`config.mk`:
```
export PLATFORM = sky130hd
export DESIGN_NAME = imc_master
export DESIGN_NICKNAME = d
export VERILOG_FILES = /design/src/include/imc_pkg.sv /design/src/core/imc_master.sv
export SDC_FILE = /design/constraint.sdc
export NUM_CORES = 1
export LEC_CHECK = 0
export ABC_AREA = 0
export BUFFER_PORTS_ARGS = -buffer_cell sky130_fd_sc_hd__buf_2
export CORE_ASPECT_RATIO = 0.8
export CORE_UTILIZATION = 48
export DETAILED_ROUTE_END_ITERATION = 6
export HOLD_SLACK_MARGIN = 0.05
export PLACE_DENSITY = 0.76
export SLEW_MARGIN = 20
export SYNTH_ARGS = -nofsm -noshare
export SYNTH_HDL_FRONTEND = slang
export SYNTH_SLANG_ARGS = --single-unit
```
`constraint.sdc`:
```
create_clock -name sys_clk -period 2.8 [get_ports sys_clk]
set_input_delay 0.42 -clock sys_clk [delete_from_list [all_inputs] [get_ports sys_clk]]
set_output_delay 0.42 -clock sys_clk [all_outputs]
set_load 0.02 [all_outputs]
```
`src/include/imc_pkg.sv`:
```
// Purpose: shared constants and types for the expansion bus master cycle sequencer
// Assumes: every interval is counted in periods of the double-rate bus clock, except IMC_BCLK_2, IMC_BCLK_3 and IMC_BCLK_4, which are in bus clocks
// Notes: counts are the least legal figures except IMC_T_RD_LATE_W and IMC_T_RD_LATE_N, which are latest; the sequencer never goes below them
package imc_pkg;

  // cycle kinds
  typedef enum logic [1:0] {
    IMC_MEM_RD = 2'b00,
    IMC_MEM_WR = 2'b01,
    IMC_IO_RD = 2'b10,
    IMC_IO_WR = 2'b11
  } imc_kind_t;

  // command length for 16-bit memory accesses, in bus clocks
  typedef enum logic [1:0] {
    IMC_LEN_STD = 2'b00,
    IMC_LEN_2BCLK = 2'b01,
    IMC_LEN_4BCLK = 2'b10
  } imc_len_t;

  typedef enum logic [2:0] {
    IMC_IDLE = 3'b000,
    IMC_ALE = 3'b001,
    IMC_SETUP = 3'b010,
    IMC_CMD = 3'b011,
    IMC_WAIT = 3'b100,
    IMC_TAIL = 3'b101,
    IMC_RECOV = 3'b110
  } imc_state_t;

  typedef struct packed {
    imc_kind_t kind;
    logic wide;
    logic lowMem;
    imc_len_t len;
    logic [23:0] addr;
    logic byteHigh;
  } imc_req_t;

  typedef struct packed {
    logic ale;
    logic memRd;
    logic memWr;
    logic lowMemRd;
    logic lowMemWr;
    logic ioRd;
    logic ioWr;
  } imc_strobe_t;

  localparam int unsigned IMC_CNT_W = 5;
  localparam int unsigned IMC_ADDR_W = 24;
  localparam int unsigned IMC_LA_HI = 23;
  localparam int unsigned IMC_LA_LO = 17;
  localparam int unsigned IMC_SA_HI = 19;
  localparam int unsigned IMC_DATA_W = 16;
  localparam int unsigned IMC_LOWMEM_TOP = 20;

  // counts in double-rate clock periods
  localparam logic [IMC_CNT_W-1:0] IMC_T_LA_SETUP = 5'h05;
  localparam logic [IMC_CNT_W-1:0] IMC_T_ALE_WIDTH = 5'h01;
  localparam logic [IMC_CNT_W-1:0] IMC_T_ALE_TO_CMD = 5'h02;
  localparam logic [IMC_CNT_W-1:0] IMC_T_SA_TO_CMD = 5'h02;
  localparam logic [IMC_CNT_W-1:0] IMC_T_CMD_STD = 5'h09;
  localparam logic [IMC_CNT_W-1:0] IMC_T_CMD_TO_ALE = 5'h0a;
  localparam logic [IMC_CNT_W-1:0] IMC_T_CMD_TO_CMD = 5'h0c;
  localparam logic [IMC_CNT_W-1:0] IMC_T_CMD_RECOV = 5'h03;
  localparam logic [IMC_CNT_W-1:0] IMC_T_IO_ADDR_HOLD = 5'h13;
  localparam logic [IMC_CNT_W-1:0] IMC_T_RDY_TO_NEG = 5'h01;
  localparam logic [IMC_CNT_W-1:0] IMC_T_RDY_TO_ALE = 5'h02;
  localparam logic [IMC_CNT_W-1:0] IMC_T_RDY_ADDR_HOLD = 5'h02;
  localparam logic [IMC_CNT_W-1:0] IMC_T_RDY_EARLY_W = 5'h02;
  localparam logic [IMC_CNT_W-1:0] IMC_T_RDY_EARLY_N = 5'h05;
  localparam logic [IMC_CNT_W-1:0] IMC_T_RD_LATE_W = 5'h02;
  localparam logic [IMC_CNT_W-1:0] IMC_T_RD_LATE_N = 5'h05;
  localparam logic [IMC_CNT_W-1:0] IMC_T_RDY_DATA_R = 5'h01;
  // one bus clock is two double-rate periods
  localparam logic [IMC_CNT_W-1:0] IMC_T_BCLK = 5'h02;
  localparam logic [IMC_CNT_W-1:0] IMC_BCLK_2 = 5'h02;
  localparam logic [IMC_CNT_W-1:0] IMC_BCLK_3 = 5'h03;
  localparam logic [IMC_CNT_W-1:0] IMC_BCLK_4 = 5'h04;
  localparam logic [IMC_CNT_W-1:0] IMC_CNT_ONE = 5'h01;
  localparam logic [IMC_CNT_W-1:0] IMC_CNT_ZERO = 5'h00;

endpackage : imc_pkg
```
`src/core/imc_master.sv`:
```
// Purpose: expansion bus master cycle sequencer (address strobe, commands, ready wait)
// Assumes: sys_clk is the double-rate bus clock; slave inputs synchronous to it
// Notes: strobes are active high here; pad logic inverts them for the bus
`timescale 1ns/1ns

// Function
// RULE_01: intervals counted in double-rate clock periods
// RULE_02: upper address valid five clocks before strobe negates
// RULE_03: system address valid one clock before strobe negates
// RULE_04: memory address valid two clocks before command
// RULE_05: I/O address valid two clocks before command
// RULE_06: address strobe held at least one clock
// RULE_07: address strobe two clocks before any command
// RULE_08: standard command held nine clocks minimum
// RULE_09: ten clocks from command to next strobe
// RULE_10: twelve clocks between same-type command assertions
// RULE_11: three clocks from command negate to next
// RULE_12: command negated one clock before next strobe
// RULE_13: I/O address held nineteen clocks after command
// RULE_14: slave negates ready only after 2T/5T
// RULE_15: ready low extends command and holds address
// RULE_16: command stays one clock after ready returns
// RULE_17: two clocks from ready return to strobe
// RULE_18: address held two clocks after ready returns
// RULE_19: slave read data by 2T/5T after command
// RULE_20: read data valid one clock after ready
// RULE_21: read data may vanish at command negate
// RULE_22: 16-bit memory commands of 2, 3, 4 bus clocks
module imc_master (
  // clock and reset
  input wire logic sys_clk,
  input wire logic rst,
  // request side
  input wire logic reqValid,
  input wire imc_pkg::imc_req_t req,
  output logic reqReady,
  output logic rdValid,
  output logic [imc_pkg::IMC_DATA_W-1:0] rdData,
  // bus side
  output imc_pkg::imc_strobe_t strobe,
  output logic [imc_pkg::IMC_LA_HI:imc_pkg::IMC_LA_LO] latchAddr,
  output logic [imc_pkg::IMC_SA_HI:0] sysAddr,
  output logic byteHigh,
  input wire logic ioChanReady,
  input wire logic [imc_pkg::IMC_DATA_W-1:0] busData
);
  import imc_pkg::*;

  imc_state_t state;
  imc_req_t cur;
  logic [IMC_CNT_W-1:0] phaseCnt;
  logic [IMC_CNT_W-1:0] cmdLen;
  logic [IMC_CNT_W-1:0] sinceCmd;
  logic [IMC_CNT_W-1:0] sinceNeg;
  logic [IMC_CNT_W-1:0] sinceRdy;
  logic cmdSeen;
  logic negSeen;
  logic isRead;
  logic isIo;
  logic [IMC_CNT_W-1:0] holdMin;
  logic next_cmd;

  // command length in double-rate periods for this request
  function automatic logic [IMC_CNT_W-1:0] cmd_periods(input imc_req_t r);
    logic [IMC_CNT_W-1:0] res;
    res = IMC_T_CMD_STD;
    if (r.kind inside {IMC_MEM_RD, IMC_MEM_WR} && r.wide) begin
      case (r.len)
        IMC_LEN_2BCLK: res = 5'(IMC_BCLK_2 * IMC_T_BCLK); // [RULE_22]
        IMC_LEN_4BCLK: res = 5'(IMC_BCLK_4 * IMC_T_BCLK); // [RULE_22]
        default: res = 5'(IMC_BCLK_3 * IMC_T_BCLK); // [RULE_22]
      endcase
    end
    return res;
  endfunction : cmd_periods

  // strobe set for a kind, honouring the low-memory path
  function automatic imc_strobe_t cmd_decode(input imc_req_t r);
    imc_strobe_t s;
    s = '0;
    case (r.kind)
      IMC_MEM_RD: begin
        s.memRd = 1'b1;
        s.lowMemRd = r.lowMem;
      end
      IMC_MEM_WR: begin
        s.memWr = 1'b1;
        s.lowMemWr = r.lowMem;
      end
      IMC_IO_RD: s.ioRd = 1'b1;
      IMC_IO_WR: s.ioWr = 1'b1;
      default: s = '0;
    endcase
    return s;
  endfunction : cmd_decode

  assign isRead = (cur.kind == IMC_MEM_RD) || (cur.kind == IMC_IO_RD);
  assign isIo = (cur.kind == IMC_IO_RD) || (cur.kind == IMC_IO_WR);
  // I/O standard cycles keep address nineteen periods after command
  assign holdMin = isIo ? IMC_T_IO_ADDR_HOLD : IMC_CNT_ZERO; // [RULE_13]

  // all edges launched on the double-rate clock [RULE_01]
  always_ff @(posedge sys_clk or posedge rst) begin
    if (rst) begin
      state <= IMC_IDLE;
      phaseCnt <= '0;
      cmdLen <= '0;
      sinceRdy <= '0;
      cur <= '0;
    end else begin
      case (state)
        IMC_IDLE: begin
          phaseCnt <= '0;
          if (reqValid && reqReady) begin
            cur <= req;
            cmdLen <= cmd_periods(req);
            state <= IMC_SETUP;
          end
        end
        IMC_SETUP: begin
          // upper address settles before the strobe window [RULE_02]
          phaseCnt <= phaseCnt + IMC_CNT_ONE;
          if (phaseCnt + IMC_CNT_ONE >= IMC_T_LA_SETUP - IMC_T_ALE_WIDTH) begin
            phaseCnt <= '0;
            state <= IMC_ALE;
          end
        end
        IMC_ALE: begin
          // strobe high one period, address already valid [RULE_03] [RULE_06]
          phaseCnt <= phaseCnt + IMC_CNT_ONE;
          if (phaseCnt + IMC_CNT_ONE >= IMC_T_ALE_WIDTH) begin
            phaseCnt <= IMC_T_ALE_WIDTH;
            state <= IMC_RECOV;
          end
        end
        IMC_RECOV: begin
          // strobe-to-command, address setup and command recovery gaps
          phaseCnt <= phaseCnt + IMC_CNT_ONE;
          if (phaseCnt + IMC_CNT_ONE >= IMC_T_ALE_TO_CMD // [RULE_07] [RULE_04] [RULE_05]
              && (!negSeen || sinceNeg + IMC_CNT_ONE >= IMC_T_CMD_RECOV) // [RULE_11]
              && (!cmdSeen || sinceCmd + IMC_CNT_ONE >= IMC_T_CMD_TO_CMD)) begin // [RULE_10]
            phaseCnt <= '0;
            state <= IMC_CMD;
          end
        end
        IMC_CMD: begin
          phaseCnt <= phaseCnt + IMC_CNT_ONE;
          if (!ioChanReady) begin
            state <= IMC_WAIT; // [RULE_15]
          end else if (phaseCnt + IMC_CNT_ONE + IMC_CNT_ONE >= cmdLen) begin // [RULE_08]
            // leave one period early: the tail period is the last one with the command high
            state <= IMC_TAIL;
            sinceRdy <= IMC_T_RDY_TO_NEG;
          end
        end
        IMC_WAIT: begin
          // command and address frozen until ready returns [RULE_15]
          phaseCnt <= phaseCnt + IMC_CNT_ONE;
          if (ioChanReady) begin
            sinceRdy <= '0;
            state <= IMC_TAIL;
          end
        end
        IMC_TAIL: begin
          // command held one more period after ready [RULE_16]
          sinceRdy <= sinceRdy + IMC_CNT_ONE;
          phaseCnt <= phaseCnt + IMC_CNT_ONE;
          if (sinceRdy + IMC_CNT_ONE >= IMC_T_RDY_TO_NEG
              && phaseCnt + IMC_CNT_ONE >= cmdLen) begin
            state <= IMC_IDLE;
          end
        end
        default: state <= IMC_IDLE;
      endcase
    end
  end

  // history since last command assertion and negation
  assign next_cmd = (state == IMC_RECOV) && (phaseCnt + IMC_CNT_ONE >= IMC_T_ALE_TO_CMD)
    && (!negSeen || sinceNeg + IMC_CNT_ONE >= IMC_T_CMD_RECOV)
    && (!cmdSeen || sinceCmd + IMC_CNT_ONE >= IMC_T_CMD_TO_CMD);

  always_ff @(posedge sys_clk or posedge rst) begin
    if (rst) begin
      sinceCmd <= '0;
      cmdSeen <= 1'b0;
    end else if (next_cmd) begin
      sinceCmd <= '0;
      cmdSeen <= 1'b1;
    end else if (sinceCmd != '1) begin
      sinceCmd <= sinceCmd + IMC_CNT_ONE;
    end
  end

  always_ff @(posedge sys_clk or posedge rst) begin
    if (rst) begin
      sinceNeg <= '0;
      negSeen <= 1'b0;
    end else if (state == IMC_TAIL && phaseCnt + IMC_CNT_ONE >= cmdLen
                 && sinceRdy + IMC_CNT_ONE >= IMC_T_RDY_TO_NEG) begin
      sinceNeg <= '0;
      negSeen <= 1'b1;
    end else if (sinceNeg != '1) begin
      sinceNeg <= sinceNeg + IMC_CNT_ONE;
    end
  end

  // accept a new cycle only once strobe and address-hold spacing from the previous one is met; command spacing waits in recovery
  always_ff @(posedge sys_clk or posedge rst) begin
    if (rst) begin
      reqReady <= 1'b0;
    end else begin
      reqReady <= (state == IMC_IDLE) && !(reqValid && reqReady)
        && (!cmdSeen || sinceCmd + IMC_CNT_ONE >= IMC_T_CMD_TO_ALE - IMC_T_LA_SETUP) // [RULE_09]
        && (!negSeen || sinceNeg >= IMC_T_RDY_TO_ALE - IMC_T_ALE_WIDTH) // [RULE_12] [RULE_17]
        && (!cmdSeen || sinceCmd + IMC_CNT_ONE >= holdMin); // [RULE_13] [RULE_18]
    end
  end

  // strobe outputs
  always_ff @(posedge sys_clk or posedge rst) begin
    if (rst) begin
      strobe <= '0;
    end else begin
      strobe <= '0;
      if (state == IMC_SETUP && phaseCnt + IMC_CNT_ONE >= IMC_T_LA_SETUP - IMC_T_ALE_WIDTH) begin
        strobe.ale <= 1'b1; // [RULE_06]
      end
      if (next_cmd || state == IMC_WAIT
          || (state == IMC_CMD && (!ioChanReady || phaseCnt + IMC_CNT_ONE < cmdLen))
          || (state == IMC_CMD && phaseCnt + IMC_CNT_ONE >= cmdLen)
          || (state == IMC_TAIL && !(sinceRdy + IMC_CNT_ONE >= IMC_T_RDY_TO_NEG
                                      && phaseCnt + IMC_CNT_ONE >= cmdLen))) begin
        strobe <= cmd_decode(cur); // [RULE_08] [RULE_16]
      end
    end
  end

  // address held from setup until the next request is accepted
  always_ff @(posedge sys_clk or posedge rst) begin
    if (rst) begin
      latchAddr <= '0;
      sysAddr <= '0;
      byteHigh <= 1'b0;
    end else if (reqValid && reqReady) begin
      latchAddr <= req.addr[IMC_LA_HI:IMC_LA_LO]; // [RULE_02]
      sysAddr <= req.addr[IMC_SA_HI:0]; // [RULE_03] [RULE_18]
      byteHigh <= req.byteHigh;
    end
  end

  // read data captured at the last command period, while still driven
  always_ff @(posedge sys_clk or posedge rst) begin
    if (rst) begin
      rdValid <= 1'b0;
      rdData <= '0;
    end else begin
      rdValid <= 1'b0;
      if (state == IMC_TAIL && isRead && sinceRdy + IMC_CNT_ONE >= IMC_T_RDY_DATA_R
          && phaseCnt + IMC_CNT_ONE >= cmdLen) begin
        rdValid <= 1'b1; // [RULE_20] [RULE_21]
        rdData <= busData; // [RULE_19]
      end
    end
  end

endmodule : imc_master

```
# After elaboration in Yosys (flattened, before gate mapping)
# Cells that the tools add are included.
dict set report word_totals {
  ramBits 0
  reg_bits 86
  wordCells 146
  output_inout_bits 53
  mem_count 0
  latch_bits 0
  in_bits 51
  mem_bits_ro 0
}
dict set report classes {
  n_div 0
  shift 0
  addsub 5
  reduce_logical 50
  eq_ne 23
  multipliers 0
  mux 33
  bitwise 0
  n_lt_le_gt_ge 12
}
# op count
set ops {}
lappend ops {{$mux W5} 11}
lappend ops {{$add A5 B1 Y5 const B} 5}
lappend ops {{$pmux W5 S5} 1}
lappend ops {{$mux W3} 8}
lappend ops {{$logic_and A1 B1 Y1} 21}
lappend ops {{$pmux W3 S7} 1}
lappend ops {{$ge A5 B1 Y1 const B} 3}
lappend ops {{$ge A5 B5 Y1} 3}
lappend ops {{$pmux W5 S3} 1}
lappend ops {{$logic_or A1 B1 Y1} 12}
lappend ops {{$ge A5 B2 Y1 const B} 2}
lappend ops {{$ge A5 B3 Y1 const B} 2}
lappend ops {{$ne A2 B2 Y1 const B} 5}
lappend ops {{$ne A5 B5 Y1 const B} 2}
lappend ops {{$eq A3 B3 Y1 const B} 3}
lappend ops {{$mux W1} 8}
lappend ops {{$pmux W4 S2} 1}
lappend ops {{$mux W7} 1}
lappend ops {{$reduce_and A7 Y1} 1}
lappend ops {{$eq A2 B1 Y1 const B} 3}
lappend ops {{$eq A2 B2 Y1 const B} 3}
lappend ops {{$eq A3 B2 Y1 const B} 2}
lappend ops {{$ne A2 B1 Y1 const B} 3}
lappend ops {{$reduce_bool A2 Y1} 3}
lappend ops {{other kinds (13)} 18}

# Logic depth before layout (Yosys ltp)
dict set report depth {
  depth_word 10
  mapped_depth 12
  depth_no_buf 12
}

# Least setup slack after synthesis
# Ideal clock, no wire load.
dict set report synth_timing {
  path_kind {register to register}
  start {reg phaseCnt[0]}
  end {reg rdData[0] (netlist name)}
  period_less_slack_ns 2.697
  setup_time_ns 0.125
  required_time_ns 2.675
  setup_slack_ns 0.103
  n_path_buf 1
  path_stages_with_launch 12
  t_arrival_ns 2.573
  cell_sequence {dfrtp_1 ha_1 or2b_1 and2_1 inv_1 ha_1 o21a_1 o22ai_1 a32o_2 nor3_4 buf_4 mux2_2}
}
dict set report synth_via {
  elab_chain_cells 3
}
# item line_no
set synth_lines {}
lappend synth_lines {{start, declared} imc_master.sv:51} ;# logic [IMC_CNT_W-1:0] phaseCnt;
lappend synth_lines {{start signal, assigned} imc_master.sv:122} ;# phaseCnt <= phaseCnt + IMC_CNT_ONE;
lappend synth_lines {{start signal, assigned} imc_master.sv:130} ;# phaseCnt <= phaseCnt + IMC_CNT_ONE;
lappend synth_lines {{start signal, assigned} imc_master.sv:138} ;# phaseCnt <= phaseCnt + IMC_CNT_ONE;
lappend synth_lines {{$add A5 B1 Y5} imc_master.sv:260} ;# && phaseCnt + IMC_CNT_ONE >= cmdLen) begin
lappend synth_lines {{$ge A5 B5 Y1} imc_master.sv:260}
lappend synth_lines {{$logic_and A1 B1 Y1} imc_master.sv:260}
lappend synth_lines {{end signal, assigned} imc_master.sv:262} ;# rdData <= busData;
lappend synth_lines {{end, declared} imc_master.sv:38} ;# output logic [imc_pkg::IMC_DATA_W-1:0] rdData,
# Every way passes these cells.
# A chain may end at the register's enable or synchronous reset.

# Worst setup path after layout
dict set report layout_timing {
  start {reg phaseCnt[1]}
  end {reg strobe[2] (netlist name)}
}
dict set report layout_via {
  elab_chain_cells 10
  word_cells_on_any_way 18
  cone_classes {add/sub: 1; order compare: 3; mux: 1; reduce/logical: 13}
}
# item line_no
set layout_lines {}
lappend layout_lines {{$add A5 B1 Y5 (*)} -}
lappend layout_lines {{$ge A5 B2 Y1} imc_master.sv:179} ;# assign next_cmd = (state == IMC_RECOV) && (phaseCnt + IMC_CNT_ONE >= IMC_T_ALE_TO_CMD)
lappend layout_lines {{$logic_and A1 B1 Y1} imc_master.sv:179}
lappend layout_lines {{$logic_and A1 B1 Y1} imc_master.sv:180} ;# && (!negSeen || sinceNeg + IMC_CNT_ONE >= IMC_T_CMD_RECOV)
lappend layout_lines {{$logic_and A1 B1 Y1} imc_master.sv:181} ;# && (!cmdSeen || sinceCmd + IMC_CNT_ONE >= IMC_T_CMD_TO_CMD);
lappend layout_lines {{$logic_or A1 B1 Y1} imc_master.sv:229} ;# if (next_cmd || state == IMC_WAIT
lappend layout_lines {{$logic_or A1 B1 Y1} imc_master.sv:230} ;# || (state == IMC_CMD && (!ioChanReady || phaseCnt + IMC_CNT_ONE < cmdLen))
lappend layout_lines {{$logic_or A1 B1 Y1} imc_master.sv:231} ;# || (state == IMC_CMD && phaseCnt + IMC_CNT_ONE >= cmdLen)
lappend layout_lines {{$logic_or A1 B1 Y1 (*)} imc_master.sv:232} ;# || (state == IMC_TAIL && !(sinceRdy + IMC_CNT_ONE >= IMC_T_RDY_TO_NEG
lappend layout_lines {{$mux W7 (*)} imc_master.sv:229}
lappend layout_lines {{end signal, assigned} imc_master.sv:234} ;# strobe <= cmd_decode(cur);
lappend layout_lines {{end, declared} imc_master.sv:40} ;# output imc_pkg::imc_strobe_t strobe,
# Every way passes the cells marked *; elsewhere a longest branch is shown, timed or not.

==> flow_summary.toml <==
[sta]
setup_ws_ps = 112
slew_violations = 0
finalHoldViolCount = 0
finalCritPeriodShare_pct = 96.0
tightest_slew_ps = 675
maxSlewHeadroom_pct = 55.0
fin_hold_ws_ps = 126
fin_skew_ps = 16.9
grt_setup_unrepaired = "true"
min_period_ps = 2690
fmax_mhz = 372
setup_violations = 0

[yosys]
synth-edff-count = 0
yosysSeqAreaShare_pct = 48.2
synthDistinctLibCells = 61
synth_fp_nets = 456
synth_top_cell_by_area = "dfrtp_1"
synthFlopType = "dfrtp_1"
synthArstFlopShare_pct = 100
synth_area_leaders = "dfrtp_1 (48%), mux2_2 (12%), ha_1 (7.6%)"
avgSynthCellArea_um2 = 11.2
synth_cells = 379
syn_area_mm2 = 0.00426
synth_top_area_share_pct = 48.2
ys.warnings.count = 0
synth-seq-cells = 82

[floorplanning]
core-area_mm2 = 0.00856
num_rows = 30
ios = 104
initial_core_util_pct = 49.8
die_y_um = 86.2
die_area_mm2 = 0.00925
die_w_um = 107

[setup_path]
worstSetupEndpointType = "flip-flop"
worstPathMaxFanout = 5
critPathLaunchType = "flip-flop"
critPathRequiredTime_ps = 3060
worstSetupPathType = "flip-flop to flip-flop"
critical_path_arrival_ps = 2950

[pwr]
p_per_area_mw_per_mm2 = 1130
p_leak_nw = 2.62
peakVddDrop_uv = 626
power_w = 0.00592

[outcome]
status = "complete, no violations"

[route]
routed_wl_mm = 9.53
num_vias = 3331
routedWlPerCell_um = 15.5
drc = 0
via_per_inst = 5.40
drt_first_iter_violations = 182
ant_nets = 0
first_pass_iters = 5

[final_layout]
drive_above_1_share_pct = 40.6
stdcell_area_mm2 = 0.00523
fin_util_pct = 61.2
antenna_cells = 0
area_growth_pct = 22.9
nets = 577

[clock_network]
tritoncts = "yes"
cts_sinks = 82
clkTransAtPathRegs_ps = 100
htreeDepth = 3
insertion_delay_ps = 360
root_buffer = "clkbuf_8"
cts_buffers = 9
clock_path_buffers = 2

[global_routing]
grt_pass1_vias = 3089
antenna_found_initial = 0
overflow = 0
track_usage_pct = 20.9
grt_pass1_wl_mm = 14.8
grt_max_degree = 46

[job]
cap_violations = 0

[place]
placed_cell_area_mm2 = 0.00500
port_buffers = 103
post-dp-hpwl_mm = 7.17
pre_cts_slack_ps = 41.9
globalplace.congestion = 0.893

[worst_hold_path]
hp-class = "primary input to asynchronous set/reset pin"
[final cells by class]
| class | count | area [µm²] |
|---|---|---|
| clock buffer | 9 | 124 |
| clock inverter | 7 | 61.3 |
| fill | 688 | 3320 |
| inverter | 19 | 72.6 |
| multi-input combinational | 262 | 2070 |
| sequential | 82 | 2050 |
| tap | 112 | 140 |
| timing repair buffer | 126 | 713 |
[report_power, final]
group	leakage, nW	internal [W]	total, W	switching [W]
Clock	0.0884	0.000337	0.000806	0.000469
Sequential	1.03	0.00164	0.00203	0.000393
Combinational	1.49	0.00138	0.00308	0.00169
[cells by family (layout without fill, tap and decap cells)]
group           Yosys count  in the layout  share of synthesized area (%)
mux                      48             48                           12.6
xor+xnor                 16             16                           3.29
simple gates            108            108                           13.5
buf+inv                  35            161                           3.56
compound gates           64             64                           11.2
flops                    82             82                           48.2
fa+ha+maj                26             26                           7.64
[critical path: stages, from the launching register on]
cell and delay, ps:
dfrtp_1 440, ha_2 210, or2b_1 260, and2_1 180, inv_1 70, ha_1 160
o21a_1 120, o22ai_1 70, a32o_2 270, a221o_1 360, a31oi_4 190, nor2_1 70
and3_1 180
[flip-flops by register name (all words and copies together), names as in the netlist, 3 cells and up]
signal,count
sysAddr,17
sinceRdy,5
sinceCmd,5
cur,3
cmdLen,4
state,3
latchAddr,7
sinceNeg,5
rdData,16
strobe,7
phaseCnt,5
[final timing paths]
check                            startpoint           to  slack [ps]  cells after the start
max in group asynchronous               rst  sysAddr[15]        2000                      3
worst min register to register      negSeen      negSeen         500                      1
min in group sys_clk            busData[15]   rdData[15]         280                      2
worst min-delay path                    rst    rdData[1]         130                      2
worst max-delay path            phaseCnt[1]    strobe[2]         110                     12
worst max register to register  phaseCnt[1]    strobe[2]         110                     12
[through the flow]
| step | TNS (ps) | std cells |
|---|---|---|
| 2_1_floorplan | 0 | 379 |
| 3_3_place_gp | 0 | 597 |
| 3_5_place_dp | 0 | 597 |
| 4_1_cts | 0 | 613 |
| 5_1_grt | -12.3 | 617 |
| 6_report | 0 | 617 |
[per-layer routing]
metal	routed length (µm)	GRT usage, %	vias up
li1	-	-	1588
met1	4230	27.9	1632
met2	4730	33.8	99
met3	419	4.81	12
met4	149	7.22	0
met5	0	0	-
[cell usage after synthesis, drive strengths merged, types with 2 or more instances]
cell type and count:
o32ai 3, o31ai 3, mux2i 3, xnor2 7, mux2 45, or2 3
nor4 5, a32o 3, and3 7, inv 19, nand2b 8, o211ai 2
a211o 2, o21ai 21, a21oi 8, xor2 9, nor3b 2, nor3 7
buf 6, nand4 3, nand3 9, nor2b 6, ha 26, clkbuf 10
nand2 18, o2bb2ai 4, dfrtp 82, and2 5, nor2 30, a211oi 2
[placed cells by master, fill, tap and decap left out, drive strengths merged, types with 8 or more instances in the layout]
master / instances
nand2: 18
o21ai: 21
clkbuf: 9
mux2: 45
inv: 21
nand3: 9
xor2: 9
nand2b: 8
nor2: 30
ha: 26
a21oi: 8
dfrtp: 82
buf: 126
[timing repair]
action	CTS	global route
endpoints found under the setup margin	0	13
gates resized for setup	0	3
hold buffers	0	0
setup buffers	0	4
Note: power is estimated with default switching activity, not from simulation.
